$ cat src/design/dbws_pkg.sv
/*
 * Constants for the device history, bus status and wake source status bank.
 * Assumes a 7-bit register address space and 8-bit status registers.
 */
package dbws_pkg;
	// ********************************************************************
	// Register addresses
	// ********************************************************************
	localparam logic [6:0] ADDR_DEVICE_HISTORY_STATUS = 7'h43;
	localparam logic [6:0] ADDR_BUS_COMM_STATUS = 7'h44;
	localparam logic [6:0] ADDR_WAKE_SOURCE_STATUS_A = 7'h46;

	// ********************************************************************
	// Reset values and implemented-bit masks
	// ********************************************************************
	localparam logic [7:0] RST_DEVICE_HISTORY = 8'h00;
	localparam logic [7:0] RST_BUS_COMM = 8'h00;
	localparam logic [7:0] RST_WAKE_SOURCE = 8'h00;
	localparam logic [7:0] MASK_DEVICE_HISTORY = 8'hcf;
	localparam logic [7:0] MASK_BUS_COMM = 8'h07;
	localparam logic [7:0] MASK_WAKE_SOURCE = 8'h31;
	// Bits that survive a restart, except a saturated watchdog count in configurations 1/3; all others go to zero
	localparam logic [7:0] KEEP_DEVICE_HISTORY = 8'hcf;
	localparam logic [7:0] KEEP_BUS_COMM = 8'h07;
	localparam logic [7:0] KEEP_WAKE_SOURCE = 8'h39;

	// ********************************************************************
	// Field positions
	// ********************************************************************
	localparam int PREV_MODE_LSB = 6;
	localparam int WD_COUNT_LSB = 2;
	localparam int SERIAL_FAIL_BIT = 1;
	localparam int FAILURE_BIT = 0;
	localparam int CAN_FAIL_LSB = 1;
	localparam int SUPPLY_LOW_BIT = 0;
	localparam int BUS_WAKE_BIT = 5;
	localparam int TIMER_WAKE_BIT = 4;
	localparam int HV_WAKE_BIT = 0;

	// ********************************************************************
	// Field encodings
	// ********************************************************************
	localparam logic [1:0] PREV_MODE_CLEARED = 2'h0;
	localparam logic [1:0] PREV_MODE_FAILURE = 2'h1;
	localparam logic [1:0] PREV_MODE_SLEEP = 2'h2;
	localparam logic [1:0] WD_COUNT_NONE = 2'h0;
	localparam logic [1:0] WD_COUNT_ONE = 2'h1;
	localparam logic [1:0] WD_COUNT_TWO = 2'h2;
	localparam logic [1:0] CAN_FAIL_NONE = 2'h0;
	localparam logic [1:0] CAN_FAIL_THERMAL = 2'h1;
	localparam logic [1:0] CAN_FAIL_TX_DOM = 2'h2;
	localparam logic [1:0] CAN_FAIL_BUS_DOM = 2'h3;
	// Fail configuration select codes, configurations 1 to 4
	localparam logic [1:0] FAIL_CFG_1 = 2'h0;
	localparam logic [1:0] FAIL_CFG_2 = 2'h1;
	localparam logic [1:0] FAIL_CFG_3 = 2'h2;
	localparam logic [1:0] FAIL_CFG_4 = 2'h3;
	// Wake source vector positions: bus, timer, high-voltage input
	localparam int WAKE_SRC_BUS = 2;
	localparam int WAKE_SRC_TIMER = 1;
	localparam int WAKE_SRC_HV = 0;
endpackage

$ cat src/design/dbws_status_bank.sv
/*
 * Status register bank: device history before restart, CAN transceiver
 * fault and supply status, and latched wake-up source flags.
 * Assumes the serial interface decoder sits outside and hands over
 * one-cycle read and clear strobes on clk_sys; all event inputs come from
 * logic on clk_sys except the analog supply comparator, which is synchronised.
 */
// Overview of operation
// - Previous-mode field: 00 clear, 01 fail, 10 sleep
// - Failure events load previous-mode code 01
// - Sleep attempt with pending wake flags reports 10
// - Watchdog fail counter in bits 3:2, saturating
// - Watchdog counter cleared by device automatically
// - Configurations 2/4 freeze counter until good trigger
// - Invalid serial command sets serial-failure flag
// - Serial-failure flag cleared only by host command, soft reset or reset
// - Fail output activation sets failure flag
// - Supply undervoltage sets flag, disables transmitter
// - Undervoltage detection only while CAN mode bit set
// - Wake from fail-safe also sets source flag
// - Reserved bits always read zero
// - Soft reset zeroes history; restart keeps fields, except a saturated watchdog count in configurations 1/3
// - Restart keeps documented bus and wake bits
`timescale 1ns/1ps

module dbws_status_bank (
	input wire logic clk_sys,
	input wire logic resetn,
	input wire logic soft_reset,
	input wire logic restart_entry,
	input wire logic rd_en,
	input wire logic clr_en,
	input wire logic [6:0] reg_addr,
	input wire logic [7:0] clr_mask,
	input wire logic wd_trigger_ok,
	input wire logic wd_trigger_fail,
	input wire logic [1:0] fail_config_select,
	input wire logic severe_thermal_shutdown,
	input wire logic main_rail_undervoltage,
	input wire logic sleep_no_wake_source,
	input wire logic sleep_entry,
	input wire logic sleep_with_flags,
	input wire logic failsafe_wake,
	input wire logic [2:0] failsafe_wake_src,
	input wire logic fail_output_request,
	input wire logic invalid_serial_cmd,
	input wire logic can_fail_evt,
	input wire logic [1:0] can_fail_code,
	input wire logic can_mode_active,
	input wire logic transceiver_supply_low,
	input wire logic bus_wake_evt,
	input wire logic timer_wake_evt,
	input wire logic hv_input_wake_evt,
	output logic [7:0] rdata_q,
	output logic rvalid_q,
	output logic fail_output_pin_q,
	output logic tx_disable_q
);
	// ********************************************************************
	// State
	// ********************************************************************
	typedef struct packed {
		logic [1:0] prev_mode_code;
		logic [1:0] watchdog_fail_count;
		logic serial_fail;
		logic failure;
		logic [1:0] can_fail;
		logic supply_low_flag;
		logic bus_wake_flag;
		logic timer_wake_flag;
		logic hv_input_wake_flag;
		logic supply_sync1;
		logic supply_sync2;
		logic [7:0] rdata;
		logic rvalid;
		logic fail_output;
		logic tx_disable;
	} dbws_state_s;

	dbws_state_s state_q;
	dbws_state_s state_d;

	logic [7:0] dev_hist;
	logic [7:0] bus_stat;
	logic [7:0] wake_stat;
	logic [1:0] wd_threshold;
	logic wd_fo_activate;
	logic wd_freeze;
	logic fail_event;
	logic clr_dev;
	logic clr_bus;
	logic clr_wake;

	// ********************************************************************
	// Register images
	// ********************************************************************
	// Reserved positions are forced to zero by the implemented-bit masks
	always_comb begin
		dev_hist = 8'h00;
		dev_hist[dbws_pkg::PREV_MODE_LSB +: 2] = state_q.prev_mode_code;
		dev_hist[dbws_pkg::WD_COUNT_LSB +: 2] = state_q.watchdog_fail_count;
		dev_hist[dbws_pkg::SERIAL_FAIL_BIT] = state_q.serial_fail;
		dev_hist[dbws_pkg::FAILURE_BIT] = state_q.failure;
		dev_hist = dev_hist & dbws_pkg::MASK_DEVICE_HISTORY;
		bus_stat = 8'h00;
		bus_stat[dbws_pkg::CAN_FAIL_LSB +: 2] = state_q.can_fail;
		bus_stat[dbws_pkg::SUPPLY_LOW_BIT] = state_q.supply_low_flag;
		bus_stat = bus_stat & dbws_pkg::MASK_BUS_COMM;
		wake_stat = 8'h00;
		wake_stat[dbws_pkg::BUS_WAKE_BIT] = state_q.bus_wake_flag;
		wake_stat[dbws_pkg::TIMER_WAKE_BIT] = state_q.timer_wake_flag;
		wake_stat[dbws_pkg::HV_WAKE_BIT] = state_q.hv_input_wake_flag;
		wake_stat = wake_stat & dbws_pkg::MASK_WAKE_SOURCE;
	end

	// ********************************************************************
	// Watchdog failure policy
	// ********************************************************************
	// Configuration 2 activates the fail output after one failure, the others after two
	always_comb begin
		case (fail_config_select)
			dbws_pkg::FAIL_CFG_2: wd_threshold = dbws_pkg::WD_COUNT_ONE;
			default: wd_threshold = dbws_pkg::WD_COUNT_TWO;
		endcase
		wd_freeze = (fail_config_select == dbws_pkg::FAIL_CFG_2) ||
			(fail_config_select == dbws_pkg::FAIL_CFG_4);
		wd_fo_activate = wd_trigger_fail &&
			(state_q.watchdog_fail_count == wd_threshold - 2'h1);
		fail_event = (wd_trigger_fail && (state_q.watchdog_fail_count >= wd_threshold -
			2'h1)) || severe_thermal_shutdown || main_rail_undervoltage ||
			sleep_no_wake_source || failsafe_wake;
		clr_dev = clr_en && (reg_addr == dbws_pkg::ADDR_DEVICE_HISTORY_STATUS);
		clr_bus = clr_en && (reg_addr == dbws_pkg::ADDR_BUS_COMM_STATUS);
		clr_wake = clr_en && (reg_addr == dbws_pkg::ADDR_WAKE_SOURCE_STATUS_A);
	end

	// ********************************************************************
	// Next state
	// ********************************************************************
	// Host clears are applied first, so an event in the same cycle wins
	always_comb begin
		state_d = state_q;
		state_d.rvalid = 1'b0;

		// Comparator output is asynchronous to clk_sys
		state_d.supply_sync1 = transceiver_supply_low;
		state_d.supply_sync2 = state_q.supply_sync1;

		// Host clear commands
		if (clr_dev) begin
			if (clr_mask[dbws_pkg::PREV_MODE_LSB] || clr_mask[dbws_pkg::PREV_MODE_LSB + 1]) begin
				state_d.prev_mode_code = dbws_pkg::PREV_MODE_CLEARED;
			end
			if (clr_mask[dbws_pkg::SERIAL_FAIL_BIT]) begin
				state_d.serial_fail = 1'b0;
			end
			if (clr_mask[dbws_pkg::FAILURE_BIT]) begin
				state_d.failure = 1'b0;
			end
		end
		if (clr_bus) begin
			if (clr_mask[dbws_pkg::CAN_FAIL_LSB] || clr_mask[dbws_pkg::CAN_FAIL_LSB + 1]) begin
				state_d.can_fail = dbws_pkg::CAN_FAIL_NONE;
			end
			if (clr_mask[dbws_pkg::SUPPLY_LOW_BIT]) begin
				state_d.supply_low_flag = 1'b0;
			end
		end
		if (clr_wake) begin
			if (clr_mask[dbws_pkg::BUS_WAKE_BIT]) begin
				state_d.bus_wake_flag = 1'b0;
			end
			if (clr_mask[dbws_pkg::TIMER_WAKE_BIT]) begin
				state_d.timer_wake_flag = 1'b0;
			end
			if (clr_mask[dbws_pkg::HV_WAKE_BIT]) begin
				state_d.hv_input_wake_flag = 1'b0;
			end
		end

		// Watchdog failure counter; the host has no way to clear it
		if (wd_trigger_ok) begin
			state_d.watchdog_fail_count = dbws_pkg::WD_COUNT_NONE;
		end else if (wd_trigger_fail) begin
			if (state_q.watchdog_fail_count < wd_threshold) begin
				state_d.watchdog_fail_count = state_q.watchdog_fail_count + 2'h1;
			end
		end else if (!wd_freeze && restart_entry &&
			(state_q.watchdog_fail_count >= wd_threshold)) begin
			// Configurations 1/3 start over once the restart has been taken
			state_d.watchdog_fail_count = dbws_pkg::WD_COUNT_NONE;
		end
		// In configurations 2/4 only a good trigger releases the counter

		// Fail output activation
		if (wd_fo_activate || fail_output_request) begin
			state_d.fail_output = 1'b1;
			state_d.failure = 1'b1;
		end else if (wd_trigger_ok) begin
			state_d.fail_output = 1'b0;
		end

		// Previous-mode code; a failure outranks a sleep report
		if (fail_event) begin
			state_d.prev_mode_code = dbws_pkg::PREV_MODE_FAILURE;
		end else if (sleep_entry || sleep_with_flags) begin
			state_d.prev_mode_code = dbws_pkg::PREV_MODE_SLEEP;
		end

		// Serial interface failure
		if (invalid_serial_cmd) begin
			state_d.serial_fail = 1'b1;
		end

		// CAN failure code; a new fault overwrites the old one
		if (can_fail_evt && (can_fail_code != dbws_pkg::CAN_FAIL_NONE)) begin
			state_d.can_fail = can_fail_code;
		end

		// Supply undervoltage, watched only in normal or receive-only mode
		if (can_mode_active && state_q.supply_sync2) begin
			state_d.supply_low_flag = 1'b1;
		end
		state_d.tx_disable = state_d.supply_low_flag;

		// Wake flags, including the source of a fail-safe wake
		if (bus_wake_evt || (failsafe_wake && failsafe_wake_src[dbws_pkg::WAKE_SRC_BUS])) begin
			state_d.bus_wake_flag = 1'b1;
		end
		if (timer_wake_evt ||
			(failsafe_wake && failsafe_wake_src[dbws_pkg::WAKE_SRC_TIMER])) begin
			state_d.timer_wake_flag = 1'b1;
		end
		if (hv_input_wake_evt ||
			(failsafe_wake && failsafe_wake_src[dbws_pkg::WAKE_SRC_HV])) begin
			state_d.hv_input_wake_flag = 1'b1;
		end

		// Restart: only the bits outside the keep masks drop
		if (restart_entry) begin
			state_d.can_fail = state_d.can_fail &
				dbws_pkg::KEEP_BUS_COMM[dbws_pkg::CAN_FAIL_LSB +: 2];
			state_d.supply_low_flag = state_d.supply_low_flag &
				dbws_pkg::KEEP_BUS_COMM[dbws_pkg::SUPPLY_LOW_BIT];
			state_d.bus_wake_flag = state_d.bus_wake_flag &
				dbws_pkg::KEEP_WAKE_SOURCE[dbws_pkg::BUS_WAKE_BIT];
			state_d.timer_wake_flag = state_d.timer_wake_flag &
				dbws_pkg::KEEP_WAKE_SOURCE[dbws_pkg::TIMER_WAKE_BIT];
			state_d.hv_input_wake_flag = state_d.hv_input_wake_flag &
				dbws_pkg::KEEP_WAKE_SOURCE[dbws_pkg::HV_WAKE_BIT];
			state_d.prev_mode_code = state_d.prev_mode_code &
				dbws_pkg::KEEP_DEVICE_HISTORY[dbws_pkg::PREV_MODE_LSB +: 2];
		end

		// Read port: unmapped addresses answer zero
		if (rd_en) begin
			state_d.rvalid = 1'b1;
			case (reg_addr)
				dbws_pkg::ADDR_DEVICE_HISTORY_STATUS: state_d.rdata = dev_hist;
				dbws_pkg::ADDR_BUS_COMM_STATUS: state_d.rdata = bus_stat;
				dbws_pkg::ADDR_WAKE_SOURCE_STATUS_A: state_d.rdata = wake_stat;
				default: state_d.rdata = 8'h00;
			endcase
		end

		// Soft reset returns every register to its power-on value
		if (soft_reset) begin
			state_d.prev_mode_code = dbws_pkg::RST_DEVICE_HISTORY[dbws_pkg::PREV_MODE_LSB +: 2];
			state_d.watchdog_fail_count =
				dbws_pkg::RST_DEVICE_HISTORY[dbws_pkg::WD_COUNT_LSB +: 2];
			state_d.serial_fail = dbws_pkg::RST_DEVICE_HISTORY[dbws_pkg::SERIAL_FAIL_BIT];
			state_d.failure = dbws_pkg::RST_DEVICE_HISTORY[dbws_pkg::FAILURE_BIT];
			state_d.can_fail = dbws_pkg::RST_BUS_COMM[dbws_pkg::CAN_FAIL_LSB +: 2];
			state_d.supply_low_flag = dbws_pkg::RST_BUS_COMM[dbws_pkg::SUPPLY_LOW_BIT];
			state_d.bus_wake_flag = dbws_pkg::RST_WAKE_SOURCE[dbws_pkg::BUS_WAKE_BIT];
			state_d.timer_wake_flag = dbws_pkg::RST_WAKE_SOURCE[dbws_pkg::TIMER_WAKE_BIT];
			state_d.hv_input_wake_flag = dbws_pkg::RST_WAKE_SOURCE[dbws_pkg::HV_WAKE_BIT];
			state_d.fail_output = 1'b0;
			state_d.tx_disable = 1'b0;
		end
	end

	// ********************************************************************
	// Registers
	// ********************************************************************
	always_ff @(posedge clk_sys) begin
		if (!resetn) begin
			state_q <= '0;
		end else begin
			state_q <= state_d;
		end
	end

	assign rdata_q = state_q.rdata;
	assign rvalid_q = state_q.rvalid;
	assign fail_output_pin_q = state_q.fail_output;
	assign tx_disable_q = state_q.tx_disable;
endmodule

$ cat config.mk
export PLATFORM = sky130hd
export DESIGN_NAME = dbws_status_bank
export DESIGN_NICKNAME = d
export VERILOG_FILES = /design/src/design/dbws_pkg.sv /design/src/design/dbws_status_bank.sv
export SDC_FILE = /design/constraint.sdc
export NUM_CORES = 1
export LEC_CHECK = 0
export ABC_AREA = 1
export BUFFER_PORTS_ARGS = -buffer_cell sky130_fd_sc_hd__buf_4
export CAP_MARGIN = 40
export CORE_ASPECT_RATIO = 1.25
export CORE_MARGIN = 5
export CORE_UTILIZATION = 45
export DETAILED_ROUTE_END_ITERATION = 10
export PLACE_DENSITY = 0.88
export SYNTH_ARGS = -nofsm -noshare
export SYNTH_HDL_FRONTEND = slang
export SYNTH_SLANG_ARGS = --single-unit
$ cat constraint.sdc
create_clock -name clk_sys -period 2 [get_ports clk_sys]
set_clock_uncertainty 0.15 [all_clocks]
set_input_delay 0.4 -clock clk_sys [delete_from_list [all_inputs] [get_ports clk_sys]]
set_output_delay 0.4 -clock clk_sys [all_outputs]
set_load 0.01 [all_outputs]
==> metrics.txt, run 1 <==
status=complete, no violations; clk root buf=clkbuf_4; H-Tree Depth=1; Slew Limit Fails=0; crit-path max FO=6; critical path class=flip-flop to flip-flop; Peak VDD IR=0.000431 V; layout cell share with drive strength beyond 1=0.335; Clock Sinks=24; Synth Register Bits=24; hold_buf cts=0; commonest non-fill, non-tap cell in the layout=buf_4; Worst EP arrival=1.61 ns; Hold Vio Cnt, Final=0; diode count=0; vias in the first global route=1139; Mapped Area=1260 sq um; die width=57.3 um; clk buf depth=2; Die H=69.1 um; fill count=258; slowest CP cell=dfxtp_1; core area=2680 sq um; Final Net Count=272; Post-CTS Setup Repair Bufs=0; WL/cell=10.6 um; Req. time, crit path=2.07 ns; yosys warns=0; crit-path max cell delay=0.48 ns; pre-CTS setup slack=0.234 ns; top post-synthesis cells by area=dfxtp_1 38%, nand2_1 14%, a21oi_1 8.8%; drt first pass iters=4; Synth area leader=dfxtp_1; Worst Setup End Kind=flip-flop; Total GRT Usage=0.139; Final ANT Viol Nets=0; worst-margin pin slew=0.255 ns; Placed Area=1620 sq um; Detailed Route WL=2730 um; critical path cell sequence=ha_1 > inv_2 > nor2_1 > nor2_1 > o21ai_1 > nand2_1 > nand2_1 > nand2_1 > a21oi_1; total gr overflow=0; RSZ-0062 raised after global routing=no; Final WS setup=0.452 ns; initial core utilization=0.469; design area=1660 sq um; first-pass GRT wire length=4540 um; DRC=0; DP HPWL=2310 um; gpl congestion=0.864; final setup vio count=0; vias per cell=4.76; CP bufs+invs=1; library cells used by synthesis=23; final setup TNS=0 ns; post-route clock period utilization=0.774; Resize count post-CTS=0; static leakage=0.805 nW; IO Pins=55; Pwr Total=0.914 mW; Synth top area share=0.382; Most common cell on crit path=nand2_1; CTS clk-pin slew, worst paths=0.12 ns; syn_nets=224; fmax=646 MHz; register area share after synthesis=0.382; fin crit period=1.55 ns; max cap viols=0; clock buffer count from CTS=3; 1st-iter DRT viols=28; die area=3950 sq um; Cell Rows=21; commonest cells after routing, fill and taps aside=53 x buf_4, 47 x nand2_1, 24 x dfxtp_1, 22 x a21oi_1, 14 x inv_1; initial antenna violation count=0; Post-Synthesis Cells=177; crit path launch type=flip-flop; routed via count=1228; Avg Inst Size Synth=7.10 sq um; Hold Path Class=input port to flip-flop; Power Dens Cells=550 nW/um^2; Layout area overhead=32.2%; Rel. slew slack=0.830; delay-heaviest family, CP=flip-flops; Worst-Skew Late Latency=0.31 ns; IO buf count=53; TritonCTS clock tree=done; largest net degree at the start of global routing=16
==> cells in the mapped netlist <==
master and number:
ha_1 3, nor3b_1 1, nand4_1 2, nor2_2 2
xnor2_1 1, nand3_1 11, a21oi_1 22, nor2_4 4
or2_0 1, inv_1 14, or2_1 2, inv_2 8
o21ai_0 7, nor2_8 1, nand2_1 47, o21ai_1 2
nand2_4 1, buf_4 9, a21oi_2 1, nand2_2 1
buf_2 1, dfxtp_1 24, nor2_1 12
==> layer usage <==
metal  global-route usage  share of wire
met1                0.172           0.42
met2                0.238           0.49
met3               0.0336          0.084
met4               0.0361         0.0088
met5                    0              0
==> area by class of cell <==
class | count | area (sq um) | area share
timing repair buffer | 53 | 398 | 0.240
multi-input combinational | 121 | 621 | 0.374
inverter | 22 | 82.6 | 0.0497
sequential | 24 | 480 | 0.289
tap | 34 | 42.5 | 0.0256
clock buffer | 4 | 36.3 | 0.0219
==> final timing paths <==
kind | startpoint | endpoint | slack [ns] | cells past startpoint
hold reg to reg | state_d[11] | state_q[11] | 0.27 | 2
setup / recovery | dev_hist[3] | dev_hist[3] | 0.45 | 9
hold / removal | transceiver_supply_low | state_d[11] | 0.11 | 3
setup reg to reg | dev_hist[3] | dev_hist[3] | 0.45 | 9
==> sequential cells by signal (all words and copies together) (netlist names) <==
| signal | flops |
|---|---|
| fail_output_pin_q | 1 |
| bus_stat | 2 |
| dev_hist | 6 |
| rvalid_q | 1 |
| state_q | 4 |
| tx_disable_q | 1 |
| rdata_q | 8 |
| state_d | 1 |
==> cells by family after synthesis <==
| kind of cell | Yosys count | synth area share |
|---|---|---|
| simple gates | 85 | 0.327 |
| compound gates | 32 | 0.130 |
| buf+inv | 32 | 0.123 |
| flops | 24 | 0.382 |
| fa+ha+maj | 3 | 0.0299 |
| xor+xnor | 1 | 0.00697 |
==> through the flow <==
stage	std cells	hold slack [ns]	util
after floorplan	177	0.240	-
after global placement	254	0.243	0.606
after detailed placement	254	0.249	0.606
after CTS	258	0.112	0.620
after global routing	258	0.142	0.620
final	258	0.115	0.620
==> tightest hold or removal path: cells and delay by family <==
kind                   cells  cell delay [ns]
buffers and inverters      2             0.11
and+or+nand+nor            1             0.04
==> where the power goes <==
| group | switching [mW] | internal, mW |
|---|---|---|
| registers | 0.00859 | 0.496 |
| logic | 0.0745 | 0.0869 |
| clock network | 0.136 | 0.111 |
No activity file was read; power rests on OpenSTA's default activity.
==> inputs of run 2 (changes only) <==
- ABC_AREA: 1 -> 0
- clock period: 2 -> 1.5 ns (I/O delays scaled with it)
==> metrics.txt, run 2 <==
vias in the first global route=1294; 1st-iter DRT viols=41; clock buffer count from CTS=3; die area=3920 sq um; syn_nets=187; drt first pass iters=4; top post-synthesis cells by area=dfxtp_1 39%, buf_4 4.8%, nand2b_1 4.5%; Cells on Worst Hold Path=2; TritonCTS clock tree=done; Net Switching=0.298 mW; final setup vio count=0; crit-path max FO=3; Post-Synthesis Cells=140; DP Cell Count=220; static leakage=0.761 nW; clk root buf=clkbuf_4; design area=1800 sq um; worst-margin pin slew=0.300 ns; ys async rst share=0; vias per cell=5.53; Slew Limit Fails=0; die width=57.0 um; Layout area overhead=45.0%; core area=2650 sq um; Worst EP arrival=1.53 ns; RSZ-0062 raised after global routing=yes; Commonest cells post-synth=24 x dfxtp_1, 9 x nand2b_1, 8 x buf_4, 8 x inv_1, 8 x o21ai_0; post-route clock period utilization=0.977; Detailed Route WL=3580 um; largest net degree at the start of global routing=15; R2R Setup Slk=0.04 ns; R2R Path End=dev_hist[3]; Die H=68.7 um; Avg Inst Size Synth=8.87 sq um; max cap viols=0; fin crit period=1.46 ns; library cells used by synthesis=40; Worst Setup End Kind=flip-flop; Flop pwr share=0.536; Gate power share=0.191; first-pass GRT wire length=5590 um; Placed Area=1670 sq um; H-Tree Depth=1; Req. time, crit path=1.57 ns; most common cell in the netlist=dfxtp_1; Main synth FF type=dfxtp_1; commonest cells after routing, fill and taps aside=61 x buf_4, 22 x dfxtp_1, 8 x nand2b_1, 7 x o21ai_0; Power Dens Cells=687 nW/um^2; Synth top area share=0.387; Synth Register Bits=24; Worst Reg-to-Reg Cells=4; register area share after synthesis=0.387; Final ANT Viol Nets=0; total gr overflow=0; critical path class=flip-flop to flip-flop; Worst-Skew Late Latency=0.31 ns; reg-to-reg startpoint=dev_hist[3]; Synth area leader=dfxtp_1; Total GRT Usage=0.182; gpl congestion=0.901; IO buf count=53; layout cell share with drive strength beyond 1=0.415; Post-synth EDFFs=0; DP HPWL=2840 um; crit path launch type=flip-flop; routed via count=1255; Final WS setup=0.0351 ns; DRC=0; commonest non-fill, non-tap cell in the layout=buf_4; IO Pins=55; Mapped Area=1240 sq um; Hold Path Class=input port to flip-flop; pre-CTS setup slack=-0.302 ns; Hold EP=state_q[14]; CTS clk-pin slew, worst paths=0.13 ns; Largest register FFs=8; Cell Rows=21; yosys warns=0; initial antenna violation count=0; Clock Sinks=24; clk buf depth=2; status=complete, no violations; Hold Vio Cnt, Final=0; Rel. slew slack=0.797; internal power consumption=0.939 mW; Clk pwr share=0.273; WL/cell=15.8 um; Non-Filler Instances=227; Peak VDD IR=0.000460 V; fmax=683 MHz; initial core utilization=0.468; final design utilization=0.678; Final Net Count=241; Hold Path Origin=clr_mask[4]; sw frac=0.241; diode count=0
[run 2: timing repair]
item / 4_1_cts / 5_1_grt
hold endpoints to repair: 1 / 1
pin swaps: 0 / 1
buffers inserted: 0 / 1
hold buffers: 1 / 1
setup endpoints to repair: 3 / 5
resized for setup: 7 / 9
[run 2: worst max-delay path by stage]
stage                          start          end  slack (ns)
2_1_floorplan            reg_addr[5]  dev_hist[6]       -0.03
3_3_place_gp   fail_config_select[1]  dev_hist[3]       -0.19
4_1_cts                  dev_hist[2]  dev_hist[3]       0.009
6_report                 dev_hist[3]  dev_hist[3]        0.04
3_5_place_dp   fail_config_select[1]  dev_hist[3]       -0.30
5_1_grt                  dev_hist[3]  dev_hist[3]      -0.009
[run 2: cell type report]
class	count	area (sq um)
clock buffers	4	36.3
fillers	208	855
inverters	8	32.5
multi-input cells	94	724
flip-flops and latches	24	485
well taps	34	42.5
repair buffers	63	478
[run 2: cells by family (layout without fill, tap and decap cells)]
kind of cell,after synthesis,after routing,share of synthesized area
AND/OR/NAND/NOR,51,51,0.263
buffers and inverters,22,75,0.0917
flip-flops,24,24,0.387
adder cells (fa/ha/maj),3,3,0.0302
AO/OA/AOI/OAI,40,40,0.228
[run 2: metrics by stage]
step	TNS [ns]	power (mW)	hold slack [ns]
final	0	1.24	0.0239
after detailed placement	-0.907	0.893	0.271
after global routing	-0.00855	1.30	0.0137
after global placement	-0.454	0.880	0.269
after floorplan	-0.0408	0.759	0.239
after CTS	0	1.23	0.0155
[run 2: critical path, cell delays in order (launching register included)]
cell	delay, ns
dfxtp_4	0.38
ha_4	0.27
nor2b_4	0.15
o31ai_2	0.07
a2111oi_2	0.34
[run 2: power by group through the flow]
stage	sequential, mW	combinational (mW)	clock (mW)
6_report	0.663	0.236	0.337
5_1_grt	0.666	0.257	0.373
3_5_place_dp	0.679	0.214	0
3_3_place_gp	0.678	0.202	0
4_1_cts	0.665	0.224	0.341
2_1_floorplan	0.678	0.0813	0
[run 2: per-layer routing]
| metal | part of all wire | wire length, um | global-route usage | vias to the layer above |
|---|---|---|---|---|
| met5 | 0 | 0 | 0 | - |
| met4 | 0.016 | 57 | 0.0754 | 0 |
| met3 | 0.061 | 217 | 0.0354 | 9 |
| met2 | 0.55 | 1960 | 0.354 | 38 |
| met1 | 0.37 | 1340 | 0.189 | 593 |
| li1 | - | - | - | 615 |
